<file path="config.mk">
export PLATFORM = sky130hd
export DESIGN_NAME = dcc_top
export DESIGN_NICKNAME = d
export VERILOG_FILES = /design/src/hw/dcc_pkg.sv /design/src/hw/dcc_top.sv
export SDC_FILE = /design/constraint.sdc
export NUM_CORES = 1
export LEC_CHECK = 0
export BUFFER_PORTS_ARGS = -buffer_cell sky130_fd_sc_hd__buf_2
export CAP_MARGIN = 20
export CORE_MARGIN = 2
export CORE_UTILIZATION = 52
export DETAILED_ROUTE_END_ITERATION = 16
export GPL_TIMING_DRIVEN = 0
export PLACE_DENSITY = 0.89
export SYNTH_ARGS = -nofsm -noshare
export SYNTH_HDL_FRONTEND = slang
export SYNTH_SLANG_ARGS = --single-unit
</file>
<file path="constraint.sdc">
create_clock -name clk_i -period 4.3 [get_ports clk_i]
set_input_delay 0.43 -clock clk_i [delete_from_list [all_inputs] [get_ports clk_i]]
set_output_delay 0.43 -clock clk_i [all_outputs]
set_load 0.03 [all_outputs]
</file>
<file path="src/hw/dcc_pkg.sv">
// Purpose: Shared constants for the dual comparator digital control block.
// Assumes: Avalon-MM byte addressing derived from printed register indices.
// Notes: Byte address of a register is four times its index.
package dcc_pkg;
	localparam logic [7:0] AUX_IDX = 8'h97;
	localparam logic [7:0] MAIN_IDX = 8'h9c;
	localparam logic [7:0] FLAG_IDX = 8'ha0;
	localparam logic [7:0] ENA_IDX = 8'ha1;
	localparam logic [7:0] PIN_IDX = 8'ha2;
	localparam logic [9:0] AUX_ADDR = {AUX_IDX, 2'b00};
	localparam logic [9:0] MAIN_ADDR = {MAIN_IDX, 2'b00};
	localparam logic [9:0] FLAG_ADDR = {FLAG_IDX, 2'b00};
	localparam logic [9:0] ENA_ADDR = {ENA_IDX, 2'b00};
	localparam logic [9:0] PIN_ADDR = {PIN_IDX, 2'b00};
	localparam int MAIN_OUT2_POS = 7;
	localparam int MAIN_OUT1_POS = 6;
	localparam int MAIN_INV2_POS = 5;
	localparam int MAIN_INV1_POS = 4;
	localparam int MAIN_CIS_POS = 3;
	localparam int AUX_GSS_POS = 1;
	localparam int AUX_SYNC_POS = 0;
	localparam int FLAG2_POS = 6;
	localparam int FLAG1_POS = 5;
	localparam int ENA_PERIPHERAL_IRQ_ENABLE_POS = 0;
	localparam int ENA_GIE_POS = 1;
	localparam int ENA_OE_POS = 2;
	localparam logic [5:0] MAIN_RESET = 6'h00;
	localparam logic [1:0] AUX_RESET = 2'h2;
	localparam logic [2:0] MODE_RESET = 3'h0;
	localparam logic [2:0] MODE_OFF = 3'h7;
	localparam logic [7:0] MODE_PINS1 = 8'h3c;
	localparam logic [7:0] MODE_PINS2 = 8'h3e;
	localparam int SETTLE_NS = 10000;
	localparam int CLK_NS = 10;
	localparam int SETTLE_CYC = SETTLE_NS / CLK_NS;
endpackage : dcc_pkg

</file>
<file path="src/hw/dcc_top.sv">
// Purpose: Digital control of a two-comparator module with gate and flags.
// Assumes: Raw comparator results and counter clock arrive synchronous.
// Notes: Registers are reached over Avalon-MM with waitrequest.
// Operation
// Raw result high when plus exceeds minus.
// Polarity bits 5:4 invert reported outputs.
// Eight modes; outputs unsettled after mode change.
// Analog-assigned pins read back zero.
// Bit 3 switches alternative input pins.
// Output bits 7:6 are read only.
// Routing puts raw results on pins.
// Direction bits still enable pin drivers.
// Gate select: pin when set, comparator2 clear.
// Sync bit latches comparator2 on falling edge.
// Latch uses prescaled counter clock.
// Counter rises, latch falls, never together.
// Software sets sync when comparator2 gates.
// Output change sets its change flag.
// Write zero clears flag, one sets.
// Interrupt needs all three enables; flag regardless.
// Mismatch keeps setting; main access recaptures.
// Change during main read may lose flag.
// Software disables interrupts during mode change.
// Aux bits 7:2 read zero; reset 10.
// Main control field layout, resets to zero.
// Reset mode 000 disables; 111 turns off.
// Per-mode pin routing from mapping table; here modes 1-6 share MODE_PINS1, or MODE_PINS2 with bit 3 set.
//
// Chosen here: register access over Avalon-MM.
`timescale 1ns/100ps
module dcc_top #(
	parameter int SETTLE_CYCLES = dcc_pkg::SETTLE_CYC
) (
	input wire logic clk_i,
	input wire logic resetn_i,
	input wire logic [9:0] avs_address_i,
	input wire logic avs_read_i,
	input wire logic avs_write_i,
	input wire logic [31:0] avs_writedata_i,
	input wire logic [3:0] avs_byteenable_i,
	output logic [31:0] avs_readdata_o,
	output logic avs_waitrequest_o,
	input wire logic [1:0] raw_result_i,
	input wire logic [7:0] port_data_i,
	input wire logic [1:0] pin_direction_bit_i,
	input wire logic [1:0] port_out_i,
	input wire logic prescaled_clk_i,
	input wire logic external_gate_pin_i,
	output logic [1:0] output_pin_o,
	output logic [1:0] output_pin_oe_o,
	output logic [7:0] port_read_o,
	output logic counter_gate_o,
	output logic irq_o,
	output logic outputs_valid_o
);
	logic [5:0] main_reg;
	logic [1:0] aux_reg;
	logic [1:0] flag_reg;
	logic [4:0] ena_reg;
	logic [1:0] capt_reg;
	logic sync2_reg;
	logic pclk_reg;
	logic ack_reg;
	logic [31:0] rdata_reg;
	logic [15:0] settle_reg;
	logic [1:0] pin_reg;
	logic [1:0] pin_oe_reg;
	logic [7:0] port_reg;
	logic gate_reg;
	logic irq_reg;
	logic [1:0] result;
	logic [1:0] mismatch;
	logic [2:0] mode;
	logic off;
	logic fall;
	logic acc;
	logic wr_lo;
	logic hit_main;
	logic hit_aux;
	logic hit_flag;
	logic hit_ena;
	logic hit_pin;
	logic [7:0] analog_mask;
	logic [7:0] rd_byte;
	logic [1:0] flag_next;
	logic gate_src;

	assign mode = main_reg[2:0];
	assign off = (mode == dcc_pkg::MODE_RESET) || (mode == dcc_pkg::MODE_OFF);
	// Raw input already means plus above minus; inversion, and forced zero in modes 000 and 111.
	assign result = off ? 2'h0 : (raw_result_i ^ main_reg[5:4]);
	assign acc = (avs_read_i || avs_write_i) && !ack_reg;
	// A write acts on the edge at which waitrequest is seen low.
	assign wr_lo = avs_write_i && ack_reg && avs_byteenable_i[0];
	assign hit_main = avs_address_i == dcc_pkg::MAIN_ADDR;
	assign hit_aux = avs_address_i == dcc_pkg::AUX_ADDR;
	assign hit_flag = avs_address_i == dcc_pkg::FLAG_ADDR;
	assign hit_ena = avs_address_i == dcc_pkg::ENA_ADDR;
	assign hit_pin = avs_address_i == dcc_pkg::PIN_ADDR;
	// Reset mode claims all pins, off none, other modes a set; the switch adds one.
	assign analog_mask = (mode == dcc_pkg::MODE_RESET) ? 8'hff :
		(mode == dcc_pkg::MODE_OFF) ? 8'h00 :
		(main_reg[3] ? dcc_pkg::MODE_PINS2 : dcc_pkg::MODE_PINS1);
	assign mismatch = result ^ capt_reg;
	// Hardware set wins over a software clear in the same cycle.
	assign flag_next = (wr_lo && hit_flag) ?
		(avs_writedata_i[6:5] | mismatch) : (flag_reg | mismatch);
	assign fall = pclk_reg && !prescaled_clk_i;
	// Pin when set, second comparator otherwise.
	assign gate_src = aux_reg[1] ? external_gate_pin_i :
		(aux_reg[0] ? sync2_reg : result[1]);
	assign rd_byte = hit_main ? {capt_reg, main_reg} :
		hit_aux ? {6'h00, aux_reg} :
		hit_flag ? {1'b0, flag_reg, 5'h00} :
		hit_ena ? {3'h0, ena_reg} :
		hit_pin ? port_reg : 8'h00;

	always_ff @(posedge clk_i or negedge resetn_i)
	begin
		if (!resetn_i)
		begin
			main_reg <= dcc_pkg::MAIN_RESET;
			aux_reg <= dcc_pkg::AUX_RESET;
			ena_reg <= 5'h00;
			ack_reg <= 1'b0;
			rdata_reg <= 32'h0;
		end
		else
		begin
			ack_reg <= acc;
			rdata_reg <= {24'h0, rd_byte};
			// Status bits 7:6 are never written.
			if (wr_lo && hit_main)
				main_reg <= avs_writedata_i[5:0];
			if (wr_lo && hit_aux)
				aux_reg <= avs_writedata_i[1:0];
			if (wr_lo && hit_ena)
				ena_reg <= avs_writedata_i[4:0];
		end
	end

	always_ff @(posedge clk_i or negedge resetn_i)
	begin
		if (!resetn_i)
		begin
			flag_reg <= 2'h0;
			capt_reg <= 2'h0;
		end
		else
		begin
			flag_reg <= flag_next;
			// Only a main access ends the mismatch; a change landing in
			// that cycle still sets the flag before the capture absorbs it.
			if (acc && hit_main)
				capt_reg <= result;
		end
	end

	// Latch on the falling edge of the prescaled clock, which the counter
	// never uses for counting, so gate and increment never race.
	always_ff @(posedge clk_i or negedge resetn_i)
	begin
		if (!resetn_i)
		begin
			pclk_reg <= 1'b0;
			sync2_reg <= 1'b0;
		end
		else
		begin
			pclk_reg <= prescaled_clk_i;
			if (fall)
				sync2_reg <= result[1];
		end
	end

	always_ff @(posedge clk_i or negedge resetn_i)
	begin
		if (!resetn_i)
			settle_reg <= 16'h0;
		else if (wr_lo && hit_main && avs_writedata_i[2:0] != mode)
			settle_reg <= 16'(SETTLE_CYCLES);
		else if (settle_reg != 16'h0)
			settle_reg <= settle_reg - 16'h1;
	end

	always_ff @(posedge clk_i or negedge resetn_i)
	begin
		if (!resetn_i)
		begin
			pin_reg <= 2'h0;
			pin_oe_reg <= 2'h0;
			port_reg <= 8'h00;
			gate_reg <= 1'b0;
			irq_reg <= 1'b0;
		end
		else
		begin
			// Routed pins carry the unsynchronised results.
			pin_reg <= ena_reg[dcc_pkg::ENA_OE_POS] ? result : port_out_i;
			pin_oe_reg <= ~pin_direction_bit_i;
			port_reg <= port_data_i & ~analog_mask;
			gate_reg <= gate_src;
			irq_reg <= |(flag_next & ena_reg[4:3]) &&
				ena_reg[dcc_pkg::ENA_PERIPHERAL_IRQ_ENABLE_POS] &&
				ena_reg[dcc_pkg::ENA_GIE_POS];
		end
	end

	assign avs_waitrequest_o = !ack_reg;
	assign avs_readdata_o = rdata_reg;
	assign output_pin_o = pin_reg;
	assign output_pin_oe_o = pin_oe_reg;
	assign port_read_o = port_reg;
	assign counter_gate_o = gate_reg;
	assign irq_o = irq_reg;
	assign outputs_valid_o = settle_reg == 16'h0;

	flag_set_a: assert property (@(posedge clk_i) disable iff (!resetn_i)
		(mismatch[0] && !ack_reg) |=> flag_reg[0])
		else $error("change did not set flag");
	clear_zero_a: assert property (@(posedge clk_i) disable iff (!resetn_i)
		(wr_lo && hit_flag && !avs_writedata_i[5] && !mismatch[0])
		|=> !flag_reg[0])
		else $error("flag not cleared by zero write");
	irq_gate_a: assert property (@(posedge clk_i) disable iff (!resetn_i)
		irq_o |-> $past(ena_reg[0]) && $past(ena_reg[1]))
		else $error("irq without enables");
	aux_zero_a: assert property (@(posedge clk_i) disable iff (!resetn_i)
		(ack_reg && $past(hit_aux)) |-> avs_readdata_o[7:2] == 6'h0)
		else $error("aux upper bits not zero");
	recapture_a: assert property (@(posedge clk_i) disable iff (!resetn_i)
		(acc && hit_main) |=> capt_reg == $past(result))
		else $error("main access did not recapture");
	gate_pin_a: assert property (@(posedge clk_i) disable iff (!resetn_i)
		aux_reg[1] |=> counter_gate_o == $past(external_gate_pin_i))
		else $error("gate not from pin");
	sync_hold_a: assert property (@(posedge clk_i) disable iff (!resetn_i)
		!fall |=> $stable(sync2_reg))
		else $error("latch moved without falling edge");
	route_pin_a: assert property (@(posedge clk_i) disable iff (!resetn_i)
		ena_reg[2] |=> output_pin_o == $past(result))
		else $error("routed pin wrong");
	oe_dir_a: assert property (@(posedge clk_i) disable iff (!resetn_i)
		1'b1 |=> output_pin_oe_o == ~$past(pin_direction_bit_i))
		else $error("oe ignores direction");
	analog_zero_a: assert property (@(posedge clk_i) disable iff (!resetn_i)
		(mode == 3'h0) |=> port_read_o == 8'h00)
		else $error("analog pin read nonzero");
	status_ro_a: assert property (@(posedge clk_i) disable iff (!resetn_i)
		(wr_lo && hit_main) |=> $stable(capt_reg))
		else $error("status write path");
endmodule : dcc_top

</file>
### After elaboration in Yosys (flattened, before gate mapping)

Cells that the tools add are included.

* flip-flop bits (word level): 58
* output and inout bits: 48
* word-level logic and storage cells: 67
* bits of input ports: 66

* $add $sub $neg: 1
* bitwise gates (word level): 8
* equality and inequality tests: 7
* reduce and logical (&&, ||, !) cells: 21
* multiplexer cells: 15

Operators with widths (number)
* $eq 10x10->1 const B: 5
* $mux 8: 6
* $mux 16: 2
* $logic_not 16->1: 1
* $reduce_bool 16->1: 1
* $sub 16x1->16 const B: 1
* $logic_and 1x1->1: 12
* $and 8x8->8: 1
* $mux 2: 4
* $not 8->8: 1
* $mux 6: 1
* $or 2x2->2: 2
* $xor 2x2->2: 2
* $eq 3x3->1 const B: 1
* $logic_not 3->1: 1
* $ne 3x3->1: 1
* $and 2x2->2: 1
* $logic_not 1->1: 2
* $logic_or 1x1->1: 2
* $mux 1: 2
* $not 2->2: 1
* $reduce_bool 2->1: 1
* $reduce_or 2->1: 1

### Longest topological paths before layout

Gate-level depths: netlist (run 1).

* depth in word-level cells: 10
* mapped depth: 8
* depth with buffers taken out: 7

### Worst setup path after synthesis (run 1)

Ideal clock, no wire load.

* path kind: reg2out
* from: register settle_reg[5]
* to: output outputs_valid_o
* stages on the path, launching flop included: 5
* setup slack: 2.297 ns
* path buffers: 0
* required time: 3.870 ns
* arrival: 1.573 ns
* cells stage by stage: dfrtp_1 -> or4_4 -> nor3_4 -> nand2_2 -> inv_1

* word-level cells in the longest chain between the ends: 1

RTL lines
* start, declared: RTL line dcc_top.sv:65 `logic [15:0] settle_reg;`
* start signal, assigned: RTL line dcc_top.sv:181 `settle_reg <= 16'(SETTLE_CYCLES);`
* start signal, assigned: RTL line dcc_top.sv:183 `settle_reg <= settle_reg - 16'h1;`
* $logic_not 16->1: RTL line dcc_top.sv:216 `assign outputs_valid_o = settle_reg == 16'h0;`
* end, declared: RTL line dcc_top.sv:54 `output logic outputs_valid_o`

Every way passes these cells.

### Worst setup path after layout (run 1)

* from: register settle_reg[0]
* to: output outputs_valid_o

Same word-level chain as after synthesis.

==> results of run 1 <==
[power breakdown]
group / internal [mW] / total, mW / switching (mW)
logic: 0.0670 / 0.156 / 0.0894
registers: 0.576 / 0.606 / 0.0300
clock network: 0.290 / 0.489 / 0.199
[cells by family after synthesis]
family,after synthesis,share of synthesized area
adders and majority gates,2,0.00862
buffers and inverters,40,0.0896
other,1,0.00129
DFF,58,0.500
AOI/OAI and AO/OA,23,0.0638
and+or+nand+nor,97,0.193
muxes,22,0.0836
xor gates and xnor gates,20,0.0603
[path summary, 6_finish.rpt]
path	slack (ns)	end	start
min reg2reg	0.49	avs_readdata_o[6]	flag_reg[1]
min in group clk_i	0.22	pclk_reg	prescaled_clk_i
max	1.76	outputs_valid_o	settle_reg[0]
min	0.08	output_pin_oe_o[0]	resetn_i
max reg2reg	2.23	settle_reg[3]	settle_reg[0]
max in group asynchronous	3.59	aux_reg[1]	resetn_i
[final cells by class]
cell class / count / area share
sequential: 58 / 0.404
multi-input combinational: 188 / 0.355
timing repair buffer: 62 / 0.0904
buffer: 29 / 0.0609
clock buffer: 11 / 0.0421
tap: 72 / 0.0250
inverter: 11 / 0.0115
clock inverter: 3 / 0.0111
[through the flow]
| stage | instance area [sq um] | std cells | power [mW] |
|---|---|---|---|
| floorplan | 2990 | 286 | 0.718 |
| global placement | 3390 | 419 | 0.761 |
| detailed placement | 3410 | 420 | 0.771 |
| CTS | 3600 | 434 | 1.26 |
| global route | 3600 | 434 | 1.30 |
| finish | 3600 | 434 | 1.25 |
[synth_stat cells (2+ instances only)]
library cell               number  share of area
sky130_fd_sc_hd__dfrtp_1       57           0.49
sky130_fd_sc_hd__nor2_1        27          0.035
sky130_fd_sc_hd__buf_4         25          0.065
sky130_fd_sc_hd__mux2_2        13          0.050
sky130_fd_sc_hd__nand2_1       13          0.017
sky130_fd_sc_hd__inv_1         11          0.014
sky130_fd_sc_hd__nor2b_1       10          0.022
sky130_fd_sc_hd__xnor2_1       10          0.030
sky130_fd_sc_hd__xor2_1        10          0.030
sky130_fd_sc_hd__nand3_1        8          0.014
sky130_fd_sc_hd__and2_1         7          0.015
sky130_fd_sc_hd__nand4_1        7          0.015
sky130_fd_sc_hd__a21oi_1        6          0.010
sky130_fd_sc_hd__a222oi_1       5          0.017
sky130_fd_sc_hd__and3_1         5          0.011
sky130_fd_sc_hd__mux2_1         5          0.019
sky130_fd_sc_hd__mux2i_1        4          0.014
sky130_fd_sc_hd__nor3_1         4         0.0069
sky130_fd_sc_hd__a22oi_1        2         0.0052
sky130_fd_sc_hd__buf_6          2         0.0078
sky130_fd_sc_hd__ha_1           2         0.0086
sky130_fd_sc_hd__nand4b_1       2         0.0060
sky130_fd_sc_hd__o21ai_0        2         0.0034
sky130_fd_sc_hd__or3_1          2         0.0043
[metal layers]
layer  track usage  vias to the layer above
met1         0.251                     1037
met5             0                        -
li1              -                     1052
met4         0.112                        0
met3        0.0466                       14
met2         0.324                       79
[worst max-delay path: stages, from the launching register on]
cell,delay [ns]
sky130_fd_sc_hd__dfrtp_1,0.42
sky130_fd_sc_hd__inv_1,0.09
sky130_fd_sc_hd__ha_1,0.17
sky130_fd_sc_hd__nor2b_1,0.27
sky130_fd_sc_hd__and3_1,0.19
sky130_fd_sc_hd__clkbuf_1,0.24
sky130_fd_sc_hd__nand2_2,0.14
sky130_fd_sc_hd__inv_1,0.07
sky130_fd_sc_hd__buf_2,0.19
==> flow_summary_export.csv, run 1 <==
group,metric,value,unit
status,outcome,"completed",
clocking,clock_sinks,58,
grt,pin_count_of_the_biggest_net_entering_global_routing,37,
timing,drv_slew,0,
die,chipHeight,78.7,um
final_layout,final_common_cell,"sky130_fd_sc_hd__buf_2",
critical_path,worst-endpoint-required,3.87,ns
logic_synthesis,syn-instance-count,263,
drt,met3_layer_wire_length_in_the_routed_design,327,um
critical_path,critical_path.max_fanout,6,
timing,setup_viol_count_final,0,
grt,grt_pass1_wl,9560,um
hold_path,hold_path.class,"input pin to asynchronous set/reset pin",
grt,grt.overflow.total,0,
timing,maxSlewHeadroom,0.563,
clocking,cts_made_buffers,9,
final_layout,largest_register_ff_count,16,
drt,topRoutingLayerUsed,"met4",
die,initial_core_utilization,0.534,
die,ios,114,
clocking,clk-insertion-delay-late,0.33,ns
final_layout,synthToLayoutAreaGrowth,23.9,%
timing,final_layout_setup_total_negative_slack,0,ns
grt,grt.total_usage,0.201,
logic_synthesis,postSynth.asyncResetShare,1.00,
clocking,postCtsResizedCells,0,
critical_path,crit_path_start_kind,"flop",
grt,antenna_found_initial,0,
die,rows,27,
run,max-cap-violations,0,
die,floorplan.die.width,78.7,um
critical_path,r2r_cells,8,
logic_synthesis,postSynthAreaPerCell,11.0,sq um
timing,period_share,0.591,
critical_path,end_kind,"output pin",
drt,via_per_inst,5.03,
logic_synthesis,synthesis.area,2900,sq um
logic_synthesis,ys_warn_count,0,
timing,layout_min_cycle_time,2.54,ns
power,power_density,348,nW/um^2
clocking,tritoncts,"yes",
drt,initialDrtViolationCount,94,
placement,final_weighted_congestion_in_routability_driven_placement,0.833,
drt,met2_length,2970,um
final_layout,fillerInstances,425,
clocking,post_cts_buffers,0,
drt,route.layer.met1.wl,2460,um
final_layout,net_total_in_the_final_layout,427,
drt,postRouteAntennaNets,0,
timing,finalHoldViolations,0,
final_layout,drive_above_1_share,0.356,
grt,vias_in_the_first_global_route,2127,
logic_synthesis,synth_sequential_area_ratio,0.500,
power,power.ir.vdd_worst,0.264,mV
final_layout,antenna_cells,0,
final_layout,finalCoreUtilization,0.661,
timing,fin_clk_skew,0.00386,ns
timing,maxClockFrequency,0.394,GHz
logic_synthesis,ys.flop_type,"sky130_fd_sc_hd__dfrtp_1",
logic_synthesis,ys_seq_elements,58,
placement,post-dp-hpwl,4450,um
clocking,hold_buffers,0,
clocking,h_tree_lvl_count,3,
logic_synthesis,synth_cell_types,48,
clocking,clock_path_buffers,2,
timing,grt_setup_unrepaired,"false",
critical_path,crit_arrival,2.11,ns
clocking,clock_pin_slew_on_the_worst_setup_and_hold_paths,0.06,ns
timing,worst_slew_pin_slew,0.651,ns
final_layout,layout.cells.most_common_list,"sky130_fd_sc_hd__buf_2, sky130_fd_sc_hd__dfrtp_1, sky130_fd_sc_hd__nor2_1",
die,core-area,5440,sq um
drt,routedWlPerCell,13.6,um
drt,drt-pass1-iter-count,6,
timing,fin_ws,1.76,ns
placement,place_worst_setup_slack,2.09,ns
critical_path,path_class,"flop to output pin",
placement,io_buffers,61,
power,leakage,1.83,nW
final_layout,final-seq-area,1450,sq um
die,design.die.area,6200,sq um
clocking,clock-root-buffer,"sky130_fd_sc_hd__clkbuf_8",
logic_synthesis,synth_enable_flop_cells,0,
drt,route.detailed.drc,0,
drt,dr_total_vias,2182,
final_layout,area_of_combinational_cells_with_multiple_inputs,1280,sq um
drt,totalWireLength,5910,um
timing,hold_ws,0.0800,ns
(Power assumes the default switching activity.)
==> inputs of run 2 (changes only) <==
--- a/config.mk
+++ b/config.mk
@@ -8,10 +8,10 @@
 export BUFFER_PORTS_ARGS = -buffer_cell sky130_fd_sc_hd__buf_2
 export CAP_MARGIN = 20
 export CORE_MARGIN = 2
-export CORE_UTILIZATION = 52
+export CORE_UTILIZATION = 44
 export DETAILED_ROUTE_END_ITERATION = 16
 export GPL_TIMING_DRIVEN = 0
-export PLACE_DENSITY = 0.89
+export PLACE_DENSITY = 0.8
 export SYNTH_ARGS = -nofsm -noshare
 export SYNTH_HDL_FRONTEND = slang
 export SYNTH_SLANG_ARGS = --single-unit
==> constraint.sdc (replaced) <==
create_clock -name clk_i -period 2.2 [get_ports clk_i]
set_input_delay 0.22 -clock clk_i [delete_from_list [all_inputs] [get_ports clk_i]]
set_output_delay 0.22 -clock clk_i [all_outputs]
set_load 0.03 [all_outputs]
==> run 2 against run 1 <==
Compared with the run above:
- hold slack worse by 0.060 ns
- die area is 17% higher
- flip-flop and latch count stayed put
- final area is 1.9% higher
- largest power group unchanged
- highest routed layer unchanged
==> flow_summary_export.csv, run 2 (synthesis results as in run 1) <==
group,metric,value,unit
drt,route.detailed.drc,0,
final_layout,antenna_cells,0,
timing,final_layout_setup_total_negative_slack,0,ns
critical_path,critical_path.max_fanout,4,
die,design.die.area,7270,sq um
hold_path,hold_path.class,"input pin to flop",
critical_path,crit_path_start_kind,"flop",
grt,antenna_found_initial,0,
power,power_density,705,nW/um^2
timing,worst_slew_pin_slew,0.724,ns
final_layout,net_total_in_the_final_layout,429,
grt,vias_in_the_first_global_route,2140,
placement,final_weighted_congestion_in_routability_driven_placement,0.848,
clocking,tritoncts,"yes",
final_layout,finish.cell_count_without_fillers,443,
placement,place.detailed.instances,425,
timing,grt_setup_unrepaired,"false",
clocking,clock_sinks,58,
timing,hold_ws,0.0203,ns
die,initial_core_utilization,0.457,
die,floorplan.die.width,85.2,um
drt,drt-pass1-iter-count,4,
final_layout,largest_register_ff_count,16,
run,max-cap-violations,0,
grt,grt.overflow.total,0,
placement,post-dp-hpwl,4510,um
timing,maxSlewHeadroom,0.517,
timing,maxClockFrequency,0.481,GHz
critical_path,worst-endpoint-required,1.98,ns
clocking,h_tree_lvl_count,3,
critical_path,crit_path_top_delay_cell,"sky130_fd_sc_hd__or4_4",
critical_path,crit_arrival,1.86,ns
drt,initialDrtViolationCount,87,
clocking,cts_made_buffers,9,
timing,finalHoldViolations,0,
grt,pin_count_of_the_biggest_net_entering_global_routing,32,
clocking,clock_pin_slew_on_the_worst_setup_and_hold_paths,0.07,ns
clocking,clk-insertion-delay-late,0.34,ns
final_layout,synthToLayoutAreaGrowth,26.3,%
drt,dr_total_vias,2214,
grt,grt_pass1_wl,10000,um
timing,period_share,0.944,
critical_path,path_class,"flop to output pin",
power,power.ir.vdd_worst,0.561,mV
status,outcome,"completed",
grt,grt.total_usage,0.181,
die,ios,114,
power,totalPowerFinal,2.58,mW
drt,via_per_inst,5.00,
final_layout,final_common_cell,"sky130_fd_sc_hd__buf_2",
die,core-area,6350,sq um
placement,io_buffers,61,
timing,layout_min_cycle_time,2.08,ns
timing,fin_clk_skew,0.00982,ns
drt,totalWireLength,6210,um
critical_path,cpPeakStageDelay,0.57,ns
drt,postRouteAntennaNets,0,
timing,setup_viol_count_final,0,
die,chipHeight,85.2,um
die,rows,29,
clocking,clock_path_buffers,2,
critical_path,crit_chain,"or4_4, nor3_4, nand2_2, inv_1, buf_2",
timing,drv_slew,0,
critical_path,end_kind,"output pin",
power,leakage,1.85,nW
final_layout,layout.cells.most_common_list,"sky130_fd_sc_hd__buf_2, sky130_fd_sc_hd__dfrtp_1, sky130_fd_sc_hd__nor2_1",
final_layout,drive_above_1_share,0.363,
critical_path,worstPathBufferInverterCount,2,
critical_path,timing.critical_path.max_delay_family,"simple AND/OR/NAND/NOR gates",
clocking,clock-root-buffer,"sky130_fd_sc_hd__clkbuf_8",
drt,routedWlPerCell,14.0,um
## run 2: cell count changes in the layout (fill, tap and decap cells not counted), sizes merged
cell	delta
buf	+1
clkbuf	-1
bufinv	+1
clkinvlp	+1
dlygate4sd3	+2
## run 2: worst paths after layout
kind                       slack (ns)            endpoint              startpoint  cells after the start
setup / recovery                 0.12     outputs_valid_o           settle_reg[5]                      5
hold / removal                   0.02  output_pin_oe_o[0]  pin_direction_bit_i[0]                      2
setup reg to reg                 0.25               irq_o             main_reg[0]                      5
hold reg to reg                  0.48   avs_readdata_o[6]             flag_reg[1]                      2
max in group asynchronous        1.04          aux_reg[1]                resetn_i                      3
min in group asynchronous        0.48       settle_reg[0]                resetn_i                      2
## run 2: layer usage
| metal | GRT usage | part of all wire | vias to the layer above |
|---|---|---|---|
| met4 | 0.0678 | 0.012 | 0 |
| met5 | 0 | 0 | - |
| li1 | - | - | 1056 |
| met1 | 0.227 | 0.42 | 1070 |
| met3 | 0.0477 | 0.056 | 9 |
| met2 | 0.300 | 0.51 | 79 |
## run 2: per-stage QoR
step,instance area (sq um),setup WS [ns],utilization
final,3670,0.123,0.578
after global routing,3670,0.00331,0.578
after CTS,3660,0.0518,0.576
after detailed placement,3410,0.120,0.537
after global placement,3390,0.181,0.534
after floorplan,2990,0.337,-
## run 2: layout make-up
| cell class | instances | area (sq um) |
|---|---|---|
| plain buffers | 28 | 215 |
| clock buffers | 11 | 141 |
| clock inverters | 5 | 77.6 |
| fillers | 558 | 2680 |
| inverters | 11 | 41.3 |
| multi-input cells | 188 | 1290 |
| flip-flops and latches | 58 | 1450 |
| well taps | 77 | 96.3 |
| repair buffers | 65 | 353 |
## run 2: repair_timing
action                                 4_1_cts  5_1_grt
buffers inserted                             1        0
hold buffers                                 2        0
setup endpoints to repair                    1        1
resized for setup                            2        2
pin swaps                                    1        1
endpoints found under the hold margin       31        0
## run 2: power breakdown
part | switching (mW) | total [mW] | internal [mW]
Sequential | 0.0570 | 1.18 | 1.13
Clock | 0.427 | 1.09 | 0.665
Combinational | 0.176 | 0.310 | 0.134
## run 2: worst register-to-register path, delay by kind of cell (launching register included)
kind            cells  cell delay (ns)
simple gates        3             0.93
flops               1             0.46
compound gates      1             0.27
xor+xnor            1             0.18
